**src/common/dabm_params.svh**
```systemverilog
// constants for the dual converter power and bus steering block
`ifndef DABM_PARAMS_SVH
`define DABM_PARAMS_SVH
`define DABM_DATA_W 14
`define DABM_FIFO_DEPTH 4
`define DABM_NAP_RECOVERY_CYCLES 100
`define DABM_CLK_PERIOD_NS 40
`define DABM_SLEEP_SETTLE_US 1000
`define DABM_SLEEP_SETTLE_CYCLES ((`DABM_SLEEP_SETTLE_US * 1000) / `DABM_CLK_PERIOD_NS)
`define DABM_CNT_W 16
`define DABM_ADDR_CTRL 12'h000
`define DABM_ADDR_STATUS 12'h004
`define DABM_CTRL_RESET 32'h0000_0000
`define DABM_CTRL_SWAP_BIT 0
`define DABM_CTRL_PD_A_BIT 1
`define DABM_CTRL_OD_A_BIT 2
`define DABM_CTRL_PD_B_BIT 3
`define DABM_CTRL_OD_B_BIT 4
`endif

```
**src/common/dabm_pkg.sv**
```systemverilog
// types for the dual converter power and bus steering block
package dabm_pkg;
  typedef enum logic [1:0] {
    DABM_NORMAL = 2'b00,
    DABM_NAP = 2'b01,
    DABM_SLEEP = 2'b10
  } dabm_power_t;
  typedef struct packed {
    logic [13:0] data;
    logic range_flag;
  } dabm_sample_t;
endpackage

```
**src/rtl/dabm_fifo.sv**
```systemverilog
// small valid/ready fifo carrying one channel's samples
`timescale 1ns/1ps
`default_nettype none
module dabm_fifo #(
  parameter int WIDTH = 15,
  parameter int DEPTH = 4
) (
  input wire logic pclk,
  input wire logic presetn,
  input wire logic flush,
  input wire logic in_valid,
  output logic in_ready,
  input wire logic [WIDTH-1:0] in_data,
  output logic out_valid,
  input wire logic out_ready,
  output logic [WIDTH-1:0] out_data
);
  localparam int AW = $clog2(DEPTH);
  logic [WIDTH-1:0] mem [DEPTH];
  logic [AW-1:0] wr_ptr;
  logic [AW-1:0] rd_ptr;
  logic [AW:0] count;
  logic push;
  logic pop;
  assign push = in_valid && in_ready;
  assign pop = out_valid && out_ready;
  assign in_ready = (count != DEPTH[AW:0]);
  assign out_valid = (count != '0);
  assign out_data = mem[rd_ptr];
  always_ff @(posedge pclk) begin
    if (push) begin
      mem[wr_ptr] <= in_data;
    end
  end
  always_ff @(posedge pclk or negedge presetn) begin
    if (!presetn) begin
      wr_ptr <= '0;
      rd_ptr <= '0;
      count <= '0;
    end else if (flush) begin
      wr_ptr <= '0;
      rd_ptr <= '0;
      count <= '0;
    end else begin
      if (push) begin
        wr_ptr <= (wr_ptr == AW'(DEPTH - 1)) ? '0 : wr_ptr + 1'b1;
      end
      if (pop) begin
        rd_ptr <= (rd_ptr == AW'(DEPTH - 1)) ? '0 : rd_ptr + 1'b1;
      end
      if (push && !pop) begin
        count <= count + 1'b1;
      end else if (pop && !push) begin
        count <= count - 1'b1;
      end
    end
  end
endmodule
`default_nettype wire

```
**src/rtl/dabm_top.sv**
```systemverilog
// power state control, recovery tracking and bus steering of the dual converter
// Overview of operation
// RULE_01: a channel whose power-down request is low runs normally regardless of its output disable.
// RULE_02: power-down high with output disable high puts the channel into sleep, all circuitry off.
// RULE_03: after sleep the channel's data is held invalid for a settling period of milliseconds order.
// RULE_04: power-down high with output disable low puts the channel into nap, reference kept on.
// RULE_05: after nap the channel needs 100 sample clocks before its data is valid.
// RULE_06: in nap or sleep every output driven by that channel is released to high impedance.
// RULE_07: each channel has its own power-down and output-disable controls, fully independent.
// RULE_08: one channel may convert while the other naps or sleeps.
// RULE_09: with swap select high, channel a goes to bus a and channel b to bus b.
// RULE_10: with swap select low, channel a goes to bus b and channel b to bus a.
// RULE_11: for interleaving the outside ties swap select and both sample clocks together.
// RULE_12: when interleaved the outside may use either bus and disable the other.
// RULE_13: output disable high floats all of that channel's outputs including its range flag.
// RULE_14: each channel's data-valid stays low from any nap or sleep exit until recovery ends.
`include "dabm_params.svh"
`timescale 1ns/1ps
`default_nettype none
module dabm_top
  import dabm_pkg::*;
(
  input wire logic pclk,
  input wire logic presetn,
  input wire logic psel,
  input wire logic penable,
  input wire logic pwrite,
  input wire logic [11:0] paddr,
  input wire logic [31:0] pwdata,
  output logic [31:0] prdata,
  output logic pready,
  output logic pslverr,
  input wire logic sample_valid_a,
  output logic sample_ready_a,
  input wire dabm_sample_t sample_in_a,
  input wire logic sample_valid_b,
  output logic sample_ready_b,
  input wire dabm_sample_t sample_in_b,
  output logic [13:0] bus_a_data,
  output logic range_flag_bus_a,
  output logic bus_a_oe_n,
  output logic bus_a_strobe,
  output logic [13:0] bus_b_data,
  output logic range_flag_bus_b,
  output logic bus_b_oe_n,
  output logic bus_b_strobe,
  output logic data_valid_a,
  output logic data_valid_b
);
  logic [31:0] ctrl;
  logic bus_swap_select;
  logic [1:0] power_down_request;
  logic [1:0] output_disable;
  dabm_power_t pstate [2];
  dabm_power_t next_pstate [2];
  logic [`DABM_CNT_W-1:0] recover_cnt [2];
  logic [1:0] recovering;
  logic [1:0] ch_valid;
  logic [1:0] ch_drive;
  logic [1:0] fifo_out_valid;
  logic [1:0] fifo_out_ready;
  dabm_sample_t fifo_out [2];
  dabm_sample_t held [2];
  logic [1:0] held_new;
  logic apb_access;
  logic apb_wr;

  assign apb_access = psel && penable;
  assign apb_wr = apb_access && pwrite;
  assign bus_swap_select = ctrl[`DABM_CTRL_SWAP_BIT];
  // separate control bits per channel
  assign power_down_request[0] = ctrl[`DABM_CTRL_PD_A_BIT]; // RULE_07
  assign output_disable[0] = ctrl[`DABM_CTRL_OD_A_BIT];
  assign power_down_request[1] = ctrl[`DABM_CTRL_PD_B_BIT]; // RULE_07
  assign output_disable[1] = ctrl[`DABM_CTRL_OD_B_BIT];

  // zero wait states keep software timing simple
  always_ff @(posedge pclk or negedge presetn) begin
    if (!presetn) begin
      ctrl <= `DABM_CTRL_RESET;
    end else if (apb_wr && paddr == `DABM_ADDR_CTRL) begin
      ctrl <= {27'h0000000, pwdata[4:0]};
    end
  end

  always_ff @(posedge pclk or negedge presetn) begin
    if (!presetn) begin
      prdata <= 32'h0000_0000;
      pready <= 1'b0;
      pslverr <= 1'b0;
    end else begin
      pready <= psel && !penable;
      pslverr <= psel && !penable && paddr != `DABM_ADDR_CTRL && paddr != `DABM_ADDR_STATUS;
      if (psel && !penable && !pwrite) begin
        unique case (paddr)
          `DABM_ADDR_CTRL: prdata <= ctrl;
          `DABM_ADDR_STATUS: prdata <= {24'h000000, pstate[1], pstate[0], ch_valid, recovering};
          default: prdata <= 32'h0000_0000;
        endcase
      end
    end
  end

  generate
    for (genvar c = 0; c < 2; c++) begin : g_ch
      always_comb begin
        if (!power_down_request[c]) begin
          next_pstate[c] = DABM_NORMAL; // RULE_01
        end else if (output_disable[c]) begin
          next_pstate[c] = DABM_SLEEP; // RULE_02
        end else begin
          next_pstate[c] = DABM_NAP; // RULE_04
        end
      end

      // each channel's machine is independent of the other
      always_ff @(posedge pclk or negedge presetn) begin
        if (!presetn) begin
          pstate[c] <= DABM_NORMAL;
        end else begin
          pstate[c] <= next_pstate[c]; // RULE_08
        end
      end

      // recovery counter; reset counts as a sleep exit, reference cold
      always_ff @(posedge pclk or negedge presetn) begin
        if (!presetn) begin
          recover_cnt[c] <= `DABM_CNT_W'(`DABM_SLEEP_SETTLE_CYCLES);
        end else if (pstate[c] == DABM_SLEEP) begin
          recover_cnt[c] <= `DABM_CNT_W'(`DABM_SLEEP_SETTLE_CYCLES); // RULE_03
        end else if (pstate[c] == DABM_NAP) begin
          recover_cnt[c] <= `DABM_CNT_W'(`DABM_NAP_RECOVERY_CYCLES); // RULE_05
        end else if (recover_cnt[c] != '0) begin
          recover_cnt[c] <= recover_cnt[c] - 1'b1;
        end
      end
      assign recovering[c] = (recover_cnt[c] != '0);

      always_ff @(posedge pclk or negedge presetn) begin
        if (!presetn) begin
          ch_valid[c] <= 1'b0;
        end else begin
          ch_valid[c] <= pstate[c] == DABM_NORMAL && next_pstate[c] == DABM_NORMAL &&
                         recover_cnt[c] <= `DABM_CNT_W'(1); // RULE_14
        end
      end

      // outputs float in nap, sleep, or when disabled
      assign ch_drive[c] = !output_disable[c] && next_pstate[c] == DABM_NORMAL; // RULE_06 RULE_13

      // drain while valid or out of normal, so samples held in recovery stall the source
      assign fifo_out_ready[c] = ch_valid[c] || pstate[c] != DABM_NORMAL;

      always_ff @(posedge pclk or negedge presetn) begin
        if (!presetn) begin
          held[c] <= '0;
          held_new[c] <= 1'b0;
        end else begin
          held_new[c] <= fifo_out_valid[c] && ch_valid[c];
          if (fifo_out_valid[c] && ch_valid[c]) begin
            held[c] <= fifo_out[c];
          end
        end
      end
    end
  endgenerate

  dabm_fifo #(
    .WIDTH(`DABM_DATA_W + 1),
    .DEPTH(`DABM_FIFO_DEPTH)
  ) u_fifo_a (
    .pclk(pclk),
    .presetn(presetn),
    .flush(pstate[0] != DABM_NORMAL),
    .in_valid(sample_valid_a),
    .in_ready(sample_ready_a),
    .in_data(sample_in_a),
    .out_valid(fifo_out_valid[0]),
    .out_ready(fifo_out_ready[0]),
    .out_data(fifo_out[0])
  );

  dabm_fifo #(
    .WIDTH(`DABM_DATA_W + 1),
    .DEPTH(`DABM_FIFO_DEPTH)
  ) u_fifo_b (
    .pclk(pclk),
    .presetn(presetn),
    .flush(pstate[1] != DABM_NORMAL),
    .in_valid(sample_valid_b),
    .in_ready(sample_ready_b),
    .in_data(sample_in_b),
    .out_valid(fifo_out_valid[1]),
    .out_ready(fifo_out_ready[1]),
    .out_data(fifo_out[1])
  );

  // steering; output enable of a bus follows the channel routed to it
  always_ff @(posedge pclk or negedge presetn) begin
    if (!presetn) begin
      bus_a_data <= '0;
      range_flag_bus_a <= 1'b0;
      bus_a_oe_n <= 1'b1;
      bus_a_strobe <= 1'b0;
      bus_b_data <= '0;
      range_flag_bus_b <= 1'b0;
      bus_b_oe_n <= 1'b1;
      bus_b_strobe <= 1'b0;
    end else if (bus_swap_select) begin
      bus_a_data <= held[0].data; // RULE_09
      range_flag_bus_a <= held[0].range_flag;
      bus_a_oe_n <= !ch_drive[0];
      bus_a_strobe <= held_new[0];
      bus_b_data <= held[1].data;
      range_flag_bus_b <= held[1].range_flag;
      bus_b_oe_n <= !ch_drive[1];
      bus_b_strobe <= held_new[1];
    end else begin
      bus_a_data <= held[1].data; // RULE_10
      range_flag_bus_a <= held[1].range_flag;
      bus_a_oe_n <= !ch_drive[1];
      bus_a_strobe <= held_new[1];
      bus_b_data <= held[0].data;
      range_flag_bus_b <= held[0].range_flag;
      bus_b_oe_n <= !ch_drive[0];
      bus_b_strobe <= held_new[0];
    end
  end

  always_ff @(posedge pclk or negedge presetn) begin
    if (!presetn) begin
      data_valid_a <= 1'b0;
      data_valid_b <= 1'b0;
    end else begin
      data_valid_a <= ch_valid[0];
      data_valid_b <= ch_valid[1];
    end
  end
endmodule
`default_nettype wire

```
**config.mk**
```make
export PLATFORM = sky130hd
export DESIGN_NAME = dabm_top
export DESIGN_NICKNAME = d
export VERILOG_FILES = /design/src/common/dabm_pkg.sv /design/src/rtl/dabm_fifo.sv /design/src/rtl/dabm_top.sv
export VERILOG_INCLUDE_DIRS = /design/src /design/src/common
export SDC_FILE = /design/constraint.sdc
export NUM_CORES = 1
export LEC_CHECK = 0
export BUFFER_PORTS_ARGS = -buffer_cell sky130_fd_sc_hd__buf_2
export CAP_MARGIN = 20
export CORE_UTILIZATION = 55
export CTS_BUF_LIST = sky130_fd_sc_hd__clkbuf_8
export DETAILED_ROUTE_END_ITERATION = 12
export PLACE_DENSITY = 0.73
export SETUP_SLACK_MARGIN = 0.1
export SLEW_MARGIN = 20
export SYNTH_ARGS = -nofsm -noshare
export SYNTH_HDL_FRONTEND = slang
export SYNTH_SLANG_ARGS = --single-unit
```
**constraint.sdc**
```tcl
create_clock -name pclk -period 3.05 [get_ports pclk]
set_clock_uncertainty 0.2 [all_clocks]
set_input_delay 0.305 -clock pclk [delete_from_list [all_inputs] [get_ports pclk]]
set_output_delay 0.305 -clock pclk [all_outputs]
set_load 0.05 [all_outputs]
```
### Word level (Yosys, flattened, before mapping)

Memories as Yosys holds them, arrays and structs flattened. A register that Yosys moved wholly into a read port is not among the register bits.
Index checks and enable logic that the tools add are counted.

| word-level totals | value |
|---|---|
| input port bits | 81 |
| output and inout bits | 72 |
| logic and storage cells | 152 |
| register bits | 129 |
| RAM bits | 120 |
| memories kept | 2 |

| operators by class | value |
|---|---|
| add/sub/neg operators | 10 |
| reduce and logical (&&, ||, !) cells | 57 |
| $lt $le $gt $ge | 2 |
| multiplexer cells | 41 |
| equal/unequal tests | 12 |

Memory list:

| memory | words | bits a word | read ports | clocked after memory_dff | wr ports | RTL line | source |
|---|---|---|---|---|---|---|---|
| u_fifo_a.mem | 4 | 15 | 1 | 1 | 1 | dabm_fifo.sv:19 | `logic [WIDTH-1:0] mem [DEPTH];` |
| u_fifo_b.mem | 4 | 15 | 1 | 1 | 1 | dabm_fifo.sv:19 |  |

Operators with widths:

| operator | count |
|---|---|
| $mux 16 | 6 |
| $le 16x1->1 const B | 2 |
| $mux 2 | 16 |
| $reduce_bool 16->1 | 2 |
| $sub 16x1->16 const B | 2 |
| $mux 14 | 2 |
| $logic_and 1x1->1 | 23 |
| $mux 3 | 6 |
| $reduce_bool 3->1 | 6 |
| $pmux 8 s2 | 1 |
| $eq 12x3->1 const B | 1 |
| $eq 2x2->1 const B | 6 |
| $logic_not 1->1 | 12 |
| $logic_not 12->1 | 1 |
| $ne 12x3->1 const B | 1 |
| $reduce_bool 12->1 | 1 |
| $reduce_bool 2->1 | 6 |
| $mux 1 | 10 |
| $add 2x1->2 const B | 4 |
| $logic_not 2->1 | 4 |
| $add 3x1->3 const B | 2 |
| $ne 3x3->1 const B | 2 |
| $sub 3x1->3 const B | 2 |
| $eq 2x1->1 const B | 2 |
| $logic_or 1x1->1 | 2 |

### Logic depth before layout (Yosys ltp)

Gate-level depths: netlist (run 1).

| logic depth | value |
|---|---|
| word-level depth | 7 |
| gate-level depth with buffers | 9 |
| gate-level depth less buffers | 8 |

### Hierarchy

Synthesis (run 1) repeated with hierarchy kept, for this count alone.

| unflattened totals | value |
|---|---|
| cells, all modules | 733 |
| area total of the unflattened synthesis | 10,918.0 um^2 |

By module, submodules not included:

| module | times used | area each (um^2) | cells an instance |
|---|---|---|---|
| dabm_top | 1 | 5,487.8 | 455 |
| dabm_fifo (u_fifo_a) | 1 | 2,725.1 | 140 |
| dabm_fifo (u_fifo_b) | 1 | 2,705.1 | 138 |

### Worst setup path before layout (run 1)

Ideal clock, no wire load.

| path | value |
|---|---|
| path kind | reg-to-reg |
| start | register u_fifo_b.count[0] |
| end | register u_fifo_b.count[2] |
| setup slack | 196 ps |
| stages on the path, launching flop included | 10 |
| setup time | 79 ps |
| buffers on the path | 1 |
| clock period less this slack | 2,854 ps |
| arrival | 2,575 ps |
| path through | dfrtp_1 > inv_1 > nand3_1 > and2_1 > clkbuf_1 > ha_1 > fa_1 > xnor2_1 > or3_1 > a21oi_1 |

| between the ends | value |
|---|---|
| elaborated cells on any way between the ends | 14 |
| classes of those cells | add/sub: 2; eq/ne: 1; mux: 3; reduce/logical: 8 |

RTL lines:

| item | RTL line | source |
|---|---|---|
| start: declaration | dabm_fifo.sv:22 | `logic [AW:0] count;` |
| start signal: assignment | dabm_fifo.sv:52 | `count <= count + 1'b1;` |
| start signal: assignment | dabm_fifo.sv:54 | `count <= count - 1'b1;` |
| $ne 3x3->1 * | dabm_fifo.sv:27 | `assign in_ready = (count != DEPTH[AW:0]);` |
| via sample_ready_b | dabm_top.sv:37 | `output logic sample_ready_b,` |
| $logic_and 1x1->1 * | dabm_fifo.sv:25 | `assign push = in_valid && in_ready;` |
| $logic_and 1x1->1 or $logic_not 1->1 (tied branches) | dabm_fifo.sv:51, dabm_fifo.sv:53 |  |
| $mux 3 or $logic_and 1x1->1 (tied branches) | dabm_fifo.sv:51, dabm_fifo.sv:53 |  |
| $mux 3 or $reduce_bool 3->1 (tied branches) | - |  |

Mark *: on every way through the listed nets, which the timed path passes. The rest lies on a longest branch. The select of a mux whose other input is x is not followed.
A chain may end at the register's enable or synchronous reset.

### Worst setup path after layout (run 1)

| path | value |
|---|---|
| start | input paddr[10] |
| end | register prdata[2] |

| between the ends | value |
|---|---|
| word-level cells in the longest chain between the ends | 2 |
| elaborated cells on any way between the ends | 3 |
| classes of those cells | eq/ne: 1; mux: 1; reduce/logical: 1 |

RTL lines:

| item | RTL line | source |
|---|---|---|
| start: declaration | dabm_top.sv:28 | `input wire logic [11:0] paddr,` |
| $eq 12x3->1 or $logic_not 12->1 (tied branches) | dabm_top.sv:95 | `unique case (paddr)` |
| $pmux 8 s2 * | dabm_top.sv:95 |  |
| end signal: assignment | dabm_top.sv:96 | `` `DABM_ADDR_CTRL: prdata <= ctrl; `` |
| end signal: assignment | dabm_top.sv:97 | `` `DABM_ADDR_STATUS: prdata <= {24'h000000, pstate[1], pstate[0], ch_valid, recovering}; `` |
| end: declaration | dabm_top.sv:30 | `output logic [31:0] prdata,` |

Mark *: on every way between the ends. The rest lies on a longest branch, timed or not.

==> flow_summary.ini, run 1 <==
[run_status]
status = completed

[yosys]
syn_inst = 688
synth_edf_count = 120
synth.distinct_cells = 50
ys_ff_latch = 255
avgSynthCellArea_um2 = 15.4
netlist_area_mm2 = 0.0106
async_flop_share = 0.529
ys.flop_type = dfrtp_1
yosysSeqAreaShare = 0.661
synth_warnings = 0

[floorplan]
die_h_um = 141
ios = 153
die_area_mm2 = 0.0198
std_cell_rows = 50
start_util = 0.564
fp.coreArea_mm2 = 0.0188
die_w_um = 141

[routing]
wl_um = 20600
ant_nets = 0
wl_per_cell_um = 18.3
first_iter_violations = 261
viasPerCell = 5.47
vias = 6168
drc = 0
dr.pass1.iters = 4

[cts]
clk_path_buf_depth = 3
cts.clk_slew.worst_paths_ns = 0.06
clock_latency_ns = 0.53
clock-root-buffer = clkbuf_8
cts_setup_buffers = 0
cts_made_buffers = 41
hold_buffers = 43
cts.sinks = 255
post_cts_resized = 0
htree_levels = 2
cts_tree = done

[timing]
min_period_ns = 2.63
fmax_mhz = 380
setup_viol = 0
drv_slew = 0
finalSetupTns_ns = 0
maxSlewHeadroom = 0.425
grt_setup_unrepaired = no
post-route-period-util = 0.862
hold_violations = 0
fin_worst_hold_slack_ns = 0.0848
worst_pin_slew_ns = 0.862

[pwr]
ir_drop_uv = 857
p_per_area_mw_per_mm2 = 947
clkPwrFrac = 0.232
combinationalPowerShare = 0.306
p_sw_mw = 4.22
power_mw = 11.8
p_sw_frac = 0.357
p_int_mw = 7.61
p_leak_nw = 5.18
seq_power_share = 0.462

[setup_path]
critPathArrivalTime_ns = 2.85
cp.required_ns = 3.27
cp-start-kind = input pin
rr_worst_depth = 8
setup.worst_path.class = input pin to register
worst_r2r_endpoint = u_fifo_a.count[2]
cp_slowest_cell = dlygate4sd3_1
path_max_fanout = 3
cp-end-kind = register
rrSetupSlack_ns = 0.47
cp_slowest_stage_delay_ns = 0.65
cp_cell_sequence = dlygate4sd3_1, buf_2, nor4_1, dlygate4sd3_1, nand3_1, dlygate4sd3_1, o31ai_1
reg2reg_from = pstate[2]
cp_common_cell = dlygate4sd3_1
crit_buf_inv = 4
path_delay_family = buffers and inverters

[job]
cap_violations = 0

[global_routing]
grt_start_max_net_pins = 81
grt_pass1_wl_um = 33100
grt_pass1_vias = 6375
grt_antenna_before_repair = 0
grt_usage = 0.217
grt_overflow = 0

[place]
port_buffers = 101
detailed_place_hpwl_um = 13600
place_congestion = 0.847

[finish]
n_antenna_cell = 0
final_common_cell = dfrtp_1
synthToLayoutAreaGrowth_pct = 17.9
mostFrequentLayoutCells = dfrtp_1 (121), edfxtp_1 (120), buf_2 (100)
utilization = 0.665
drive_above_1_share = 0.316
final_nets = 960
fillCellCount = 1344

[min_path]
hold_path_depth = 5
worstHoldStart = paddr[4]
min_path_type = input pin to register
worstHoldEndpoint = prdata[1]
worst min-delay path, stage by stage:
cell       delay, ns
buf_2           0.07
nor4_1          0.05
nand3_1         0.12
a2111oi_0       0.08
a21o_1          0.15
per-stage QoR:
| stage | instances | setup slack (ns) | area (um^2) |
|---|---|---|---|
| after floorplan | 711 | 0.196 | 10700 |
| after global placement | 1008 | 0.607 | 11300 |
| after detailed placement | 1008 | 0.497 | 11300 |
| after CTS | 1127 | 0.489 | 12500 |
| after global routing | 1127 | 0.304 | 12500 |
| final | 1127 | 0.421 | 12500 |
layout make-up:
class / count / area (um^2) / share of cell area
inverters: 18 / 67.6 / 0.00541
well taps: 234 / 293 / 0.0235
clock inverters: 28 / 125 / 0.0100
repair buffers: 149 / 988 / 0.0792
clock buffers: 48 / 661 / 0.0529
flip-flops and latches: 255 / 7000 / 0.561
multi-input cells: 395 / 3350 / 0.268
cells by family (layout without fill, tap and decap cells):
kind of cell	count (synthesis)	after routing	synth area share
muxes	106	106	0.144
adders and majority gates	23	23	0.0277
AOI/OAI and AO/OA	51	51	0.0308
xor gates and xnor gates	30	30	0.0248
buffers and inverters	61	243	0.0308
DFF	255	255	0.661
other	1	24	0.000354
and+or+nand+nor	161	161	0.0808
sequential cells by signal, summed over array words and instances (netlist names), 2 cells and up:
register,count
u_fifo_a.wr_ptr,2
pstate,4
u_fifo_b.wr_ptr,2
u_fifo_b.rd_ptr,2
ctrl,5
u_fifo_a.mem,60
u_fifo_b.mem,60
prdata,8
ch_valid,2
bus_b_data,14
recover_cnt,32
u_fifo_a.count,3
held,30
u_fifo_a.rd_ptr,2
held_new,2
u_fifo_b.count,3
bus_a_data,14
metal layers:
layer  wire [um]  up-vias  track usage  part of all wire
met5           0        -            0                 0
met4         301        0       0.0629             0.015
met3        1230       24       0.0526             0.059
met2       10500      194        0.379              0.51
met1        8590     3120        0.271              0.42
li1            -     2830            -                 -
synthesized netlist by cell type (all sizes together), types with 3 or more instances:
| library cell | n | area, um^2 |
|---|---|---|
| nand3 | 8 | 52.6 |
| nor2b | 7 | 43.8 |
| nor2 | 52 | 203 |
| nor3 | 19 | 100 |
| xnor2 | 15 | 131 |
| buf | 32 | 218 |
| or3 | 6 | 37.5 |
| xor2 | 15 | 131 |
| and2 | 7 | 43.8 |
| and3 | 10 | 62.6 |
| dfrtp | 121 | 3030 |
| clkbuf | 11 | 41.3 |
| nand4 | 4 | 31.3 |
| inv | 18 | 67.6 |
| o31ai | 8 | 60.1 |
| mux2i | 9 | 90.1 |
| a21oi | 17 | 85.1 |
| dfstp | 14 | 368 |
| edfxtp | 120 | 3600 |
| mux4 | 30 | 676 |
| maj3 | 4 | 40.0 |
| nor4 | 10 | 108 |
| o21ai | 10 | 50.0 |
| o211ai | 6 | 45.0 |
| nand2b | 4 | 25.0 |
| nand2 | 30 | 115 |
| a211oi | 3 | 22.5 |
| ha | 17 | 213 |
| mux2 | 67 | 754 |
power by group through the flow:
stage                     combinational, mW  sequential (mW)  clock [mW]
final                                  3.61             5.47        2.74
after detailed placement               3.61             5.52           0
after global placement                 3.47             5.44           0
after CTS                              3.67             5.47        2.83
after global routing                   3.92             5.58        2.96
after floorplan                        2.11             5.96           0
worst max-delay path by stage:
stage,from,to,cells past startpoint
global route,paddr[10],prdata[2],7
finish,paddr[10],prdata[2],7
global placement,pstate[3],u_fifo_a.count[2],8
CTS,pstate[3],u_fifo_a.count[2],8
floorplan,u_fifo_b.count[0],u_fifo_b.count[2],9
detailed placement,pstate[3],u_fifo_a.count[2],8
Power figures use the tool's default switching activity.
==> run 2, diff against run 1 <==
- BUFFER_PORTS_ARGS: -buffer_cell sky130_fd_sc_hd__buf_2 -> default
- DONT_BUFFER_PORTS: default -> 1
- PLACE_DENSITY: 0.73 -> 0.66
- TNS_END_PERCENT: default -> 1
==> run 2 against run 1 <==
  * The run now ends with hold timing left
  * Die area stayed put
  * Worst hold slack got worse by 0.83 ns
  * Fmax fell by 8.7%
  * Critical path depth increased by 1
  * Sequential share of layout area increased by 1.5 points
  * Wire length fell by 1.1%
  * Utilization fell by 1.7 points
  * Via count shrank 5.2%
  * Count of clock-buffer cells in the layout grew 3
  * Sequential power up 14%
  * Power down 1.8%
  * Setup slack lost 0.25 ns
  * Critical path type unchanged
  * Largest cell class unchanged
  * Largest power group unchanged
==> flow_summary.ini, run 2 (synthesis results as in run 1) <==
[run_status]
status = finished with violations
failed_checks = hold timing

[cts]
clk_path_buf_depth = 3
hold_buffers = 55
cts_tree = done
cts.clk_slew.worst_paths_ns = 0.06
clock_latency_ns = 0.54
cts.sinks = 255
cts_made_buffers = 43
htree_levels = 2
clock-root-buffer = clkbuf_8

[timing]
maxSlewHeadroom = 0.442
min_period_ns = 2.88
worst_pin_slew_ns = 0.835
setup_viol = 0
grt_setup_unrepaired = no
fin_worst_hold_slack_ns = -0.742
post-route-period-util = 0.944
hold_violations = 135
finalSetupTns_ns = 0
drv_slew = 0
fmax_mhz = 347

[global_routing]
grt_start_max_net_pins = 136
grt_pass1_vias = 6308
grt_overflow = 0
grt_pass1_wl_um = 32100
grt_antenna_before_repair = 0
grt_usage = 0.214

[setup_path]
cp_cell_sequence = dlygate4sd3_1, nor4_1, dlygate4sd3_1, and3_1, nand4_1, buf_4, mux2_2, dlygate4sd3_1
cp_slowest_stage_delay_ns = 0.61
path_max_fanout = 5
cp_slowest_cell = dlygate4sd3_1
cp_common_cell = dlygate4sd3_1
cp-end-kind = register
cp-start-kind = input pin
critPathArrivalTime_ns = 3.08
setup.worst_path.class = input pin to register
cp.required_ns = 3.25

[finish]
n_antenna_cell = 0
synthToLayoutAreaGrowth_pct = 14.8
regArea_mm2 = 0.00700
mostFrequentLayoutCells = dfrtp_1 (121), edfxtp_1 (120), mux2_2 (67)
multi_input_area_mm2 = 0.00335
final_common_cell = dfrtp_1
utilization = 0.648
drive_above_1_share = 0.232
stdcell_area_mm2 = 0.0122
final_nets = 879
fillCellCount = 1359
reg_top3 = u_fifo_a.mem x60, u_fifo_b.mem x60, recover_cnt x32

[routing]
wl_um = 20400
vias = 5846
first_iter_violations = 219
wl_per_cell_um = 19.5
drc = 0
ant_nets = 0
dr.pass1.iters = 4
viasPerCell = 5.59

[pwr]
p_leak_nw = 4.88
p_per_area_mw_per_mm2 = 956
ir_drop_uv = 852

[place]
place_congestion = 0.817
detailed_place_hpwl_um = 12800
port_buffers = 0
dpl-instance-area_mm2 = 0.0108

[floorplan]
std_cell_rows = 50
die_area_mm2 = 0.0198
start_util = 0.564
fp.coreArea_mm2 = 0.0188
die_w_um = 141
die_h_um = 141
ios = 153

[min_path]
min_path_type = input pin to async pin

[job]
cap_violations = 0
[run 2: cell types whose count changed in the layout (fill, tap and decap cells not counted), moves of 3 or more]
cell	change
buf_2	-100
dlygate4sd3_1	+12
buf_4	+6
inv_1	+5
clkinv_1	-4
clkbuf_8	+3
[run 2: layout make-up]
| class | count | share of cell area |
|---|---|---|
| timing repair buffer | 66 | 0.0521 |
| clock buffer | 51 | 0.0577 |
| tap | 234 | 0.0241 |
| clock inverter | 27 | 0.00957 |
| sequential | 255 | 0.576 |
| multi-input combinational | 395 | 0.275 |
| inverter | 18 | 0.00556 |
[run 2: path summary, 6_finish.rpt]
| path | start | end | slack [ns] | depth (start not counted) |
|---|---|---|---|---|
| setup / recovery | paddr[11] | ctrl[2] | 0.17 | 8 |
| hold reg to reg | ch_valid[1] | data_valid_b | 0.29 | 0 |
| max in group asynchronous | presetn | recover_cnt[7] | 3.09 | 0 |
| setup reg to reg | u_fifo_a.count[0] | u_fifo_a.count[2] | 0.64 | 8 |
| min in group pclk | paddr[7] | prdata[6] | 0.06 | 4 |
| hold / removal | presetn | recover_cnt[31] | -0.74 | 0 |
[run 2: repair_timing]
| item | in CTS | in global routing |
|---|---|---|
| endpoints found under the setup margin | 0 | 5 |
| endpoints found under the hold margin | 274 | 135 |
| setup buffers | 0 | 1 |
| resized for setup | 0 | 0 |
[run 2: per-layer routing]
metal / track usage / share of wire / routed length, um
met5: 0 / 0 / 0
met4: 0.0927 / 0.028 / 569
met2: 0.376 / 0.51 / 10500
met1: 0.247 / 0.39 / 7990
met3: 0.0601 / 0.066 / 1340
[run 2: worst max-delay path, delay by kind of cell]
family	cells	cell delay (ns)
buf+inv	4	1.88
mux	1	0.27
simple gates	3	0.61
[run 2: metrics by stage]
stage / setup slack (ns) / total power [mW] / cells
final: 0.170 / 11.6 / 1046
after global routing: 0.105 / 12.2 / 1046
after CTS: 0.194 / 11.8 / 1045
after detailed placement: 0.657 / 8.83 / 912
after global placement: 0.774 / 8.66 / 912
after floorplan: 0.196 / 8.08 / 711
[run 2: where the power goes]
group	internal (mW)	total (mW)	switching [mW]
Clock	1.52	2.83	1.31
Combinational	1.29	2.53	1.23
Sequential	4.71	6.26	1.55
Total	7.52	11.6	4.10
==> run 3, diff against run 2 <==
- PLACE_DENSITY: 0.66 -> default
- PLACE_DENSITY_LB_ADDON: default -> 0.12
==> run 3 against run 2 <==
  * Global-route usage fell by 0.095 points
  * Cell count barely moved
  * Count of clock-buffer cells in the layout up 1
  * Sequential share of layout area decreased by 0.11 points
  * Sequential power barely moved
  * The run still ends with hold timing left
  * Critical path type unchanged
  * Critical endpoint is now ctrl[4]
==> flow_summary.ini, run 3 (synthesis results as in run 1) <==
[cts]
htree_levels = 2
cts_tree = done
cts.clk_slew.worst_paths_ns = 0.06
clock-root-buffer = clkbuf_8
cts_made_buffers = 41
clock_latency_ns = 0.53
hold_buffers = 54
clk_path_buf_depth = 3
cts_setup_buffers = 0
cts.sinks = 255
post_cts_resized = 0

[pwr]
ir_drop_uv = 743
seq_power_share = 0.535
p_sw_mw = 4.10
clkPwrFrac = 0.243
p_per_area_mw_per_mm2 = 958
power_mw = 11.7
combinationalPowerShare = 0.221
p_int_mw = 7.56
p_sw_frac = 0.352
p_leak_nw = 4.87

[floorplan]
ios = 153
fp.coreArea_mm2 = 0.0188
die_area_mm2 = 0.0198
start_util = 0.564
die_w_um = 141
die_h_um = 141
std_cell_rows = 50

[setup_path]
cp_slowest_stage_delay_ns = 0.59
cp_cell_sequence = dlygate4sd3_1, nor4_1, dlygate4sd3_1, and3_1, nand4_1, mux2_2, dlygate4sd3_1
cp-start-kind = input pin
critPathArrivalTime_ns = 3.03
setup.worst_path.class = input pin to register
path_max_fanout = 5
cp.required_ns = 3.25
cp-end-kind = register
cp_slowest_cell = dlygate4sd3_1
cp_common_cell = dlygate4sd3_1

[timing]
hold_violations = 135
finalSetupTns_ns = 0
post-route-period-util = 0.930
drv_slew = 0
fin_worst_hold_slack_ns = -0.725
fmax_mhz = 353
worst_pin_slew_ns = 0.834
setup_viol = 0
maxSlewHeadroom = 0.444
min_period_ns = 2.84
grt_setup_unrepaired = no

[global_routing]
grt_start_max_net_pins = 136
grt_pass1_vias = 6321
grt_antenna_before_repair = 1
grt_overflow = 0
grt_usage = 0.213
grt_pass1_wl_um = 32500

[routing]
vias = 5859
viasPerCell = 5.60
first_iter_violations = 274
wl_per_cell_um = 19.4
drc = 0
ant_nets = 0
dr.pass1.iters = 4
wl_um = 20300

[job]
cap_violations = 0

[finish]
reg_top3 = u_fifo_a.mem x60, u_fifo_b.mem x60, recover_cnt x32
fillCellCount = 1372
multi_input_area_mm2 = 0.00335
drive_above_1_share = 0.239
final_common_cell = dfrtp_1
regArea_mm2 = 0.00700
synthToLayoutAreaGrowth_pct = 15.1
final_nets = 879
mostFrequentLayoutCells = dfrtp_1 (121), edfxtp_1 (120), mux2_2 (67)

[min_path]
min_path_type = input pin to async pin

[place]
detailed_place_hpwl_um = 13000
place_congestion = 0.814
port_buffers = 0

[run_status]
failed_checks = hold timing
status = finished with violations
==> run 3: changes by cell type in the layout (fill, tap and decap cells not counted), sizes merged <==
cell,previous run,this run
inv,41,34
clkinv,4,8
buf,11,14
clkbuf,51,52
dlygate4sd3,55,54
diode,0,1
==> run 3: final timing paths <==
path | startpoint | endpoint | slack (ns) | cells after the start
setup / recovery | paddr[10] | ctrl[4] | 0.21 | 7
hold / removal | presetn | bus_b_strobe | -0.72 | 0
setup reg to reg | u_fifo_a.count[0] | u_fifo_a.count[2] | 0.66 | 8
hold reg to reg | ch_valid[1] | data_valid_b | 0.30 | 0
max in group asynchronous | presetn | bus_b_oe_n | 3.06 | 0
min in group pclk | sample_valid_b | u_fifo_b.mem[1][13] | 0.11 | 2
==> run 3: layout make-up <==
cell class,instances,share of cell area
clock buffer,52,0.0588
tap,234,0.0240
antenna,1,0.000205
clock inverter,24,0.00904
sequential,255,0.575
timing repair buffer,68,0.0530
inverter,18,0.00555
multi-input combinational,395,0.275
==> run 3: critical path: cells and delay by family <==
kind                   cells  cell delay [ns]
buffers and inverters      3             1.70
and+or+nand+nor            3             0.65
muxes                      1             0.37
==> run 3: through the flow <==
stage          std cells  utilization  worst slack, ns  instance area (um^2)
2_1_floorplan        711            -            0.196                 10700
5_1_grt             1047        0.649            0.103                 12200
4_1_cts             1046        0.649            0.270                 12200
6_report            1047        0.649            0.214                 12200
3_5_place_dp         916        0.576            0.682                 10800
3_3_place_gp         916        0.576            0.778                 10800
==> run 3: power by group through the flow <==
stage / Combinational [mW] / Clock [mW] / Sequential, mW
2_1_floorplan: 2.11 / 0 / 5.96
3_3_place_gp: 2.44 / 0 / 6.24
3_5_place_dp: 2.55 / 0 / 6.29
4_1_cts: 2.63 / 2.93 / 6.25
5_1_grt: 2.86 / 3.07 / 6.36
6_report: 2.58 / 2.84 / 6.24
==> run 3: routing by layer <==
layer / global-route usage / wire (um)
met2: 0.359 / 10100
met3: 0.0635 / 1370
met1: 0.265 / 8400
met5: 0 / 0
met4: 0.0732 / 400
